File: src/ccs_pkg.sv
/*
 * Constants, register map and field layouts for the CAN control and
 * status register block. Assumes a 16-bit register file on Wishbone.
 */
package ccs_pkg;
    // Word offsets in byte addresses
    localparam logic [4:0] OFS_CTRL1 = 5'h00;
    localparam logic [4:0] OFS_CTRL2 = 5'h04;
    localparam logic [4:0] OFS_VEC = 5'h08;
    localparam logic [4:0] OFS_FCTRL = 5'h0c;
    localparam logic [4:0] OFS_FIFO = 5'h10;
    localparam logic [4:0] OFS_INTF = 5'h14;
    localparam logic [4:0] OFS_INTE = 5'h18;
    localparam logic [4:0] OFS_DCMP = 5'h1c;

    // Field positions
    localparam int POS_SIDL = 13;
    localparam int POS_ABORT = 12;
    localparam int POS_REQ = 8;
    localparam int POS_CUR = 5;
    localparam int POS_CAP = 3;
    localparam int POS_WSEL = 0;
    localparam int POS_FHIT = 8;
    localparam int POS_DMACNT = 13;
    localparam int POS_FPTR = 8;

    // Interrupt codes, limits and masks
    localparam logic [6:0] CODE_NONE = 7'h40;
    localparam logic [6:0] CODE_ERR = 7'h41;
    localparam logic [6:0] CODE_WAKE = 7'h42;
    localparam logic [6:0] CODE_OVF = 7'h43;
    localparam logic [6:0] CODE_FIFO = 7'h44;
    localparam logic [4:0] DCMP_MAX = 5'h11;
    localparam logic [7:0] FLAG_MASK = 8'hef;
    localparam logic [3:0] IDLE_BITS = 4'hb;

    typedef enum logic [2:0] {
        CCS_NORMAL = 3'h0,
        CCS_DISABLE = 3'h1,
        CCS_LOOP = 3'h2,
        CCS_LISTEN = 3'h3,
        CCS_CONFIG = 3'h4,
        CCS_LISTEN_ALL = 3'h7
    } ccs_mode_e;

    // Error state inputs from the protocol engine
    typedef struct packed {
        logic tx_bus_off;
        logic tx_error_passive;
        logic rx_error_passive;
        logic tx_warning;
        logic rx_warning;
    } ccs_err_s;

    // One-cycle event pulses, flag bit order
    typedef struct packed {
        logic invalid_msg;
        logic wakeup;
        logic fifo_almost_full;
        logic rx_overflow;
        logic rx_buffer;
        logic tx_buffer;
    } ccs_evt_s;
endpackage : ccs_pkg

File: src/ccs_regs.sv
/*
 * CAN control/status registers: mode handshake, loopback, abort-all,
 * interrupt code, FIFO setup and flags/enables on classic Wishbone.
 * Assumes engine inputs are on clk_sys_i; bus pins are raw.
 */
// Our own choices: the register offsets and register access over Wishbone.
`timescale 1ns/10ps
module ccs_regs (
    // Clock and reset
    input wire logic clk_sys_i,
    input wire logic rst_n_i,
    // Wishbone slave
    input wire logic wb_cyc_i,
    input wire logic wb_stb_i,
    input wire logic wb_we_i,
    input wire logic [4:0] wb_adr_i,
    input wire logic [3:0] wb_sel_i,
    input wire logic [31:0] wb_dat_i,
    output logic [31:0] wb_dat_o,
    output logic wb_ack_o,
    // Protocol engine
    input wire logic eng_tx_i,
    output logic eng_rx_o,
    input wire logic bus_bit_tick_i,
    input wire logic cpu_idle_i,
    input wire logic tx_all_aborted_i,
    input wire logic rx_msg_done_i,
    input wire logic [4:0] filter_hit_i,
    input wire logic [3:0] buffer_irq_i,
    input wire logic buffer_irq_valid_i,
    input wire logic [5:0] fifo_pointer_i,
    input wire logic [5:0] fifo_next_read_i,
    input wire ccs_pkg::ccs_err_s err_i,
    input wire ccs_pkg::ccs_evt_s evt_i,
    output logic halt_o,
    output logic abort_all_tx_o,
    output logic engine_off_o,
    output logic clear_err_cnt_o,
    output logic tx_en_o,
    output logic window_select_o,
    output logic capture_trig_o,
    // Bus pins
    input wire logic can_rx_i,
    output logic can_tx_o,
    output logic can_pins_own_o,
    // Interrupt request
    output logic irq_o
);
    logic stop_in_idle, abort_all_tx, rx_capture_enable, window_select;
    logic [2:0] mode_request, mode_current;
    logic [4:0] data_bit_compare_count, filter_hit_number;
    logic [2:0] dma_buffer_count;
    logic [4:0] fifo_start_buffer;
    logic [7:0] flags, enables;
    logic [6:0] interrupt_code;
    logic [2:0] rx_sync;
    logic rx_pin;
    logic [3:0] idle_cnt;
    logic err_prev;
    logic any_err, any_warning;
    logic wr, rd_ack, loop, cfg;
    logic [15:0] rdata;
    logic [7:0] set_vec;

    assign wr = wb_cyc_i && wb_stb_i && wb_we_i && !wb_ack_o;

    always_ff @(posedge clk_sys_i) begin
        if (!rst_n_i) begin
            wb_ack_o <= 1'b0;
        end else begin
            wb_ack_o <= wb_cyc_i && wb_stb_i && !wb_ack_o;
        end
    end

    // Pin synchroniser, change counted when stages two and three agree
    always_ff @(posedge clk_sys_i) begin
        if (!rst_n_i) begin
            rx_sync <= 3'h7;
            rx_pin <= 1'b1;
        end else begin
            rx_sync <= {rx_sync[1:0], can_rx_i};
            if (rx_sync[2] == rx_sync[1]) begin
                rx_pin <= rx_sync[2];
            end
        end
    end

    always_ff @(posedge clk_sys_i) begin
        if (!rst_n_i) begin
            idle_cnt <= 4'h0;
        end else if (bus_bit_tick_i) begin
            if (!rx_pin) begin
                idle_cnt <= 4'h0;
            end else if (idle_cnt != ccs_pkg::IDLE_BITS) begin
                idle_cnt <= idle_cnt + 4'h1;
            end
        end
    end

    // mode accepted only on idle bus
    always_ff @(posedge clk_sys_i) begin
        if (!rst_n_i) begin
            mode_current <= ccs_pkg::CCS_CONFIG;
        end else if (idle_cnt == ccs_pkg::IDLE_BITS &&
                     mode_request != 3'h5 && mode_request != 3'h6) begin
            mode_current <= mode_request;
        end
    end

    // Control one; reserved bit is not stored
    always_ff @(posedge clk_sys_i) begin
        if (!rst_n_i) begin
            stop_in_idle <= 1'b0;
            mode_request <= ccs_pkg::CCS_CONFIG;
            rx_capture_enable <= 1'b0;
            window_select <= 1'b0;
        end else if (wr && wb_adr_i == ccs_pkg::OFS_CTRL1) begin
            if (wb_sel_i[1]) begin
                stop_in_idle <= wb_dat_i[ccs_pkg::POS_SIDL];
                mode_request <= wb_dat_i[ccs_pkg::POS_REQ +: 3];
            end
            if (wb_sel_i[0]) begin
                rx_capture_enable <= wb_dat_i[ccs_pkg::POS_CAP];
                window_select <= wb_dat_i[ccs_pkg::POS_WSEL];
            end
        end
    end

    // abort bit cleared by hardware when done; completion wins
    always_ff @(posedge clk_sys_i) begin
        if (!rst_n_i) begin
            abort_all_tx <= 1'b0;
        end else if (abort_all_tx && tx_all_aborted_i) begin
            abort_all_tx <= 1'b0;
        end else if (wr && wb_adr_i == ccs_pkg::OFS_CTRL1 && wb_sel_i[1]) begin
            abort_all_tx <= wb_dat_i[ccs_pkg::POS_ABORT];
        end
    end

    always_ff @(posedge clk_sys_i) begin
        if (!rst_n_i) begin
            dma_buffer_count <= 3'h0;
            fifo_start_buffer <= 5'h00;
            data_bit_compare_count <= 5'h00;
        end else if (wr) begin
            if (wb_adr_i == ccs_pkg::OFS_FCTRL && wb_sel_i[1]) begin
                dma_buffer_count <= wb_dat_i[ccs_pkg::POS_DMACNT +: 3];
            end
            if (wb_adr_i == ccs_pkg::OFS_FCTRL && wb_sel_i[0]) begin
                fifo_start_buffer <= wb_dat_i[4:0];
            end
            // Invalid counts are refused so compare logic never overruns
            if (wb_adr_i == ccs_pkg::OFS_DCMP && wb_sel_i[0] &&
                wb_dat_i[4:0] <= ccs_pkg::DCMP_MAX) begin
                data_bit_compare_count <= wb_dat_i[4:0];
            end
        end
    end

    // filter hit latched per received message, except hits with bit 4 set
    always_ff @(posedge clk_sys_i) begin
        if (!rst_n_i) begin
            filter_hit_number <= 5'h00;
        end else if (rx_msg_done_i && !filter_hit_i[4]) begin
            filter_hit_number <= filter_hit_i;
        end
    end

    assign any_warning = err_i.tx_warning || err_i.rx_warning;
    assign any_err = |{err_i, any_warning};

    always_ff @(posedge clk_sys_i) begin
        if (!rst_n_i) begin
            err_prev <= 1'b0;
        end else begin
            err_prev <= any_err;
        end
    end

    assign set_vec = {evt_i.invalid_msg, evt_i.wakeup, any_err && !err_prev,
                      1'b0, evt_i.fifo_almost_full, evt_i.rx_overflow,
                      evt_i.rx_buffer, evt_i.tx_buffer};

    // set wins over a zero write
    always_ff @(posedge clk_sys_i) begin
        if (!rst_n_i) begin
            flags <= 8'h00;
        end else if (wr && wb_adr_i == ccs_pkg::OFS_INTF && wb_sel_i[0]) begin
            flags <= ((flags & wb_dat_i[7:0]) | set_vec) & ccs_pkg::FLAG_MASK;
        end else begin
            flags <= (flags | set_vec) & ccs_pkg::FLAG_MASK;
        end
    end

    always_ff @(posedge clk_sys_i) begin
        if (!rst_n_i) begin
            enables <= 8'h00;
        end else if (wr && wb_adr_i == ccs_pkg::OFS_INTE && wb_sel_i[0]) begin
            enables <= wb_dat_i[7:0] & ccs_pkg::FLAG_MASK;
        end
    end

    always_comb begin
        if (flags[5]) begin
            interrupt_code = ccs_pkg::CODE_ERR;
        end else if (flags[6]) begin
            interrupt_code = ccs_pkg::CODE_WAKE;
        end else if (flags[2]) begin
            interrupt_code = ccs_pkg::CODE_OVF;
        end else if (flags[3]) begin
            interrupt_code = ccs_pkg::CODE_FIFO;
        end else if (buffer_irq_valid_i && (flags[1] || flags[0])) begin
            interrupt_code = {3'h0, buffer_irq_i};
        end else begin
            interrupt_code = ccs_pkg::CODE_NONE;
        end
    end

    always_ff @(posedge clk_sys_i) begin
        if (!rst_n_i) begin
            irq_o <= 1'b0;
        end else begin
            irq_o <= |(flags & enables);
        end
    end

    assign loop = mode_current == ccs_pkg::CCS_LOOP;
    assign cfg = mode_current == ccs_pkg::CCS_CONFIG;

    assign eng_rx_o = loop ? eng_tx_i : rx_pin;
    // pins released in loopback and disable; listen-only keeps the pins but transmits recessive
    assign can_pins_own_o = !(loop || mode_current == ccs_pkg::CCS_DISABLE);
    assign can_tx_o = (can_pins_own_o && tx_en_o) ? eng_tx_i : 1'b1;
    // no traffic in configuration, counters cleared
    assign engine_off_o = cfg || mode_current == ccs_pkg::CCS_DISABLE;
    assign clear_err_cnt_o = cfg;
    assign tx_en_o = !engine_off_o && mode_current != ccs_pkg::CCS_LISTEN &&
                     mode_current != ccs_pkg::CCS_LISTEN_ALL;
    assign halt_o = stop_in_idle && cpu_idle_i;
    assign abort_all_tx_o = abort_all_tx;
    assign window_select_o = window_select;
    assign capture_trig_o = rx_capture_enable && rx_msg_done_i;

    always_comb begin
        rdata = 16'h0000;
        unique case (wb_adr_i)
            ccs_pkg::OFS_CTRL1: rdata = {2'h0, stop_in_idle, abort_all_tx,
                1'b0, mode_request, mode_current, 1'b0, rx_capture_enable,
                2'h0, window_select};
            ccs_pkg::OFS_CTRL2: rdata = {11'h000, data_bit_compare_count};
            ccs_pkg::OFS_DCMP: rdata = {11'h000, data_bit_compare_count};
            ccs_pkg::OFS_VEC: rdata = {3'h0, filter_hit_number, 1'b0,
                interrupt_code};
            ccs_pkg::OFS_FCTRL: rdata = {dma_buffer_count, 8'h00,
                fifo_start_buffer};
            ccs_pkg::OFS_FIFO: rdata = {2'h0, fifo_pointer_i, 2'h0,
                fifo_next_read_i};
            ccs_pkg::OFS_INTF: rdata = {2'h0, err_i, any_warning, flags};
            ccs_pkg::OFS_INTE: rdata = {8'h00, enables};
            default: rdata = 16'h0000;
        endcase
    end

    always_ff @(posedge clk_sys_i) begin
        if (!rst_n_i) begin
            wb_dat_o <= 32'h0000_0000;
        end else begin
            wb_dat_o <= {16'h0000, rdata};
        end
    end
endmodule : ccs_regs

File: config.mk
export PLATFORM = sky130hd
export DESIGN_NAME = ccs_regs
export DESIGN_NICKNAME = d
export VERILOG_FILES = /design/src/ccs_pkg.sv /design/src/ccs_regs.sv
export SDC_FILE = /design/constraint.sdc
export NUM_CORES = 1
export LEC_CHECK = 0
export BUFFER_PORTS_ARGS = -buffer_cell sky130_fd_sc_hd__buf_4
export CAP_MARGIN = 20
export CORE_MARGIN = 4
export CORE_UTILIZATION = 45
export CTS_CLUSTER_SIZE = 8
export DETAILED_ROUTE_END_ITERATION = 8
export GPL_ROUTABILITY_DRIVEN = 0
export PLACE_DENSITY_LB_ADDON = 0.3
export SYNTH_ARGS = -nofsm -noshare
export SYNTH_HDL_FRONTEND = slang
export SYNTH_SLANG_ARGS = --single-unit
File: constraint.sdc
create_clock -name clk_sys_i -period 2.3 [get_ports clk_sys_i]
set_input_delay 0 -clock clk_sys_i [delete_from_list [all_inputs] [get_ports clk_sys_i]]
set_output_delay 0 -clock clk_sys_i [all_outputs]
set_load 0.05 [all_outputs]
==> out/results.txt <==
Synth unique cells - 58
Largest family of logic cells by synthesized area - simple AND/OR/NAND/NOR gates
Die height - 93.6 um
Fin Setup TNS - 0 ns
CTS Hold Bufs - 52
Clk Latency, worst-skew pair - 0.35 ns
Register area share after synthesis - 41.9%
RSZ-0062 raised after global routing - false
CTS tree - yes
Post-DR wirelength/cell - 16.5 um
Vias in the first global route - 2938
Crit end category - flip-flop
CP Launch Type - flip-flop
Sink Count - 69
Diode count - 0
Row cnt - 30
H-Tree Level Count - 3
Global-route wire length before repair - 14.7 mm
Total power - 2.62 mW
Worst reg2reg setup slack - 0.17 ns
Io pins - 129
Outcome - complete, no violations
Initial core utilization - 47.5%
GRT Residual Overflow - 0
Total CTS buffers - 9
DRT iter0 DRCs - 241
Post-route ant nets - 0
Async SR Flop Fraction - 0%
Clock Tree Buf Depth - 2
Max Cap Viol - 0
Mux contribution to synthesized area - 10.7%
Max-Slew Margin vs Limit - 57.9%
Layout cells sized above 1 - 25.7%
WS Path Type - reg -> reg
Synth Cell Area - 3300 um^2
Slew Viols, Final - 0
Actual slew at the worst max-slew pin - 0.630 ns
CP arrival - 2.36 ns
Fin crit share - 92.6%
PortBufs - 93
# Post-CTS Setup Buffers - 0
Nets - 579
Leak - 2.07 nW
Drc violations - 0
Final number of setup-violating endpoints - 0
Core area - 6940 um^2
Total GRT Usage - 21.7%
Worst vdd ir - 303 uV
Power per Cell Area - 558 nW/um^2
Post-synthesis compound-gate area fraction - 16.3%
Hold Fails Final Rpt - 0
EDFF count, synth - 0
Largest net degree at the start of global routing - 30
Chip Width - 93.6 um
Synthesized flop and latch total - 69
Vias per cell - 5.30
First-pass DRT Iterations - 7
Fmax - 0.470 GHz
Hold Crit Class - in -> reg
Synth Instances - 356
Adder-cell share of the synthesized area - 0.379%
Post-layout util - 67.5%
Crit-path max FO - 5
Root buffer cell - clkbuf_8
Vias after detailed routing - 3150
Synth Area in XOR/XNOR - 1.59%
Initial antenna violation count - 0
Area growth syn-to-layout - 42.0%
Post-CTS resize count - 0
Yosys Warn Count - 0
Die area - 8760 um^2
Simple-gate area share of the yosys netlist - 20.9%
Main synth FF type - dfxtp_1
FILL cells - 550
Syn Area/Cell - 9.26 um^2
DP Wirelength - 6.53 mm
Required time worst endpoint - 2.53 ns
Clock transition at path regs - 0.07 ns
Post-layout minimum cycle time - 2.13 ns
Wirelength, routed - 9.79 mm
Skew final - 0.00803 ns
==> worst paths after layout <==
kind / from / endpoint / cells after the start
setup / recovery: wb_ack_o / abort_all_tx_o / 5
hold / removal: filter_hit_i[4] / filter_hit_number[4] / 3
setup reg to reg: wb_ack_o / abort_all_tx_o / 5
hold reg to reg: rx_sync[0] / rx_sync[1] / 1
==> critical path: stages (launching register included) <==
cell and delay, ns:
dfxtp_1 0.32, and4b_1 0.38, and4b_1 0.43, mux2i_1 0.26, a211oi_2 0.05, dlygate4sd3_1 0.58
==> through the flow <==
step | hold WS [ns] | cell area [um^2] | cells | setup slack (ns)
after floorplan | 0.0984 | 3360 | 371 | 0.153
after global placement | 0.184 | 3960 | 526 | 0.695
after detailed placement | 0.185 | 3960 | 526 | 0.678
after CTS | 0.000962 | 4680 | 594 | 0.207
after global routing | 0.00742 | 4680 | 594 | 0.0885
final | 0.0106 | 4680 | 594 | 0.171
==> registers in the layout, summed over array words and instances (netlist names) <==
name	count
enables	7
filter_hit_number	5
wb_dat_o	16
rx_capture_enable	1
window_select_o	1
irq_o	1
mode_request	3
idle_cnt	4
wb_ack_o	1
mode_current	3
err_prev	1
stop_in_idle	1
rx_sync	3
flags	7
abort_all_tx_o	1
dma_buffer_count	3
fifo_start_buffer	5
rx_pin	1
data_bit_compare_count	5
==> cells in the final DEF (no fill, tap or decap), drive strengths merged, types with 3 or more instances in the layout <==
cell type	synthesis	layout
buf	28	97
dfxtp	69	69
dlygate4sd3	0	52
nor2	46	46
mux2i	33	33
nand2	24	24
a21oi	19	19
a22oi	18	18
conb	1	16
o21ai	11	11
clkbuf	10	11
and2	7	7
inv	6	6
a31oi	6	6
nand4	6	6
nor2b	5	5
xor2	4	4
nand2b	4	4
a22o	4	4
and3	4	4
nor3	4	4
nand3b	3	3
nand3	3	3
a21o	3	3
o22ai	3	3
nor3b	3	3
a211oi	3	3
clkinv	0	3
or2	3	3
==> Yosys cell counts, types with 2 or more instances <==
library cell / n / share of area (%)
nand4_4: 2 / 1.3
and3_1: 4 / 0.76
a22oi_1: 18 / 4.1
a211oi_2: 2 / 0.76
nor2b_1: 4 / 0.76
buf_2: 4 / 0.61
o22ai_1: 3 / 0.57
nand2b_1: 4 / 0.76
a22o_1: 4 / 1.1
a21o_1: 3 / 0.68
nor3_1: 4 / 0.61
a21oi_1: 18 / 2.7
nand3b_1: 3 / 0.68
mux2i_1: 33 / 10
dfxtp_1: 69 / 42
buf_6: 3 / 1.0
and4b_1: 2 / 0.61
nand4_1: 3 / 0.57
xnor2_1: 2 / 0.53
and2_1: 6 / 1.1
a31oi_1: 6 / 1.1
xor2_1: 4 / 1.1
buf_4: 20 / 4.6
clkbuf_1: 10 / 1.1
nand3_1: 3 / 0.46
a32oi_1: 2 / 0.53
nor3b_1: 2 / 0.46
nor2_1: 46 / 5.2
nand4b_1: 2 / 0.53
o211ai_1: 2 / 0.46
inv_1: 6 / 0.68
o21ai_0: 11 / 1.7
or3_1: 2 / 0.38
nand2_1: 24 / 2.7
mux2_2: 2 / 0.68
==> power by group <==
group          leakage [nW]  internal, mW  switching [mW]
Sequential            0.560          1.22          0.0201
Clock                0.0995         0.532           0.468
Combinational          1.41         0.174           0.205
==> cells by family after synthesis <==
kind of cell    after synthesis
simple gates                123
compound gates               77
flops                        69
buf+inv                      44
mux                          35
xor+xnor                      6
fa+ha+maj                     1
other cells                   1
==> layout make-up <==
type | count | area, um^2 | share of cell area [%]
clock inverters | 5 | 60.1 | 1.28
multi-input cells | 258 | 1710 | 36.5
clock buffers | 11 | 141 | 3.02
flip-flops and latches | 69 | 1380 | 29.5
repair buffers | 149 | 1250 | 26.7
well taps | 96 | 120 | 2.56
inverters | 6 | 22.5 | 0.481
==> per-layer routing <==
metal  vias to the layer above  global-route usage (%)  share of wire [%]
met5                         -                       0                  0
met2                       153                    35.3                 46
met1                      1472                    28.1                 43
met4                         0                    9.27                1.8
li1                       1508                       -                  -
met3                        17                    4.10                9.0
Note: power is estimated with default switching activity, not from simulation.
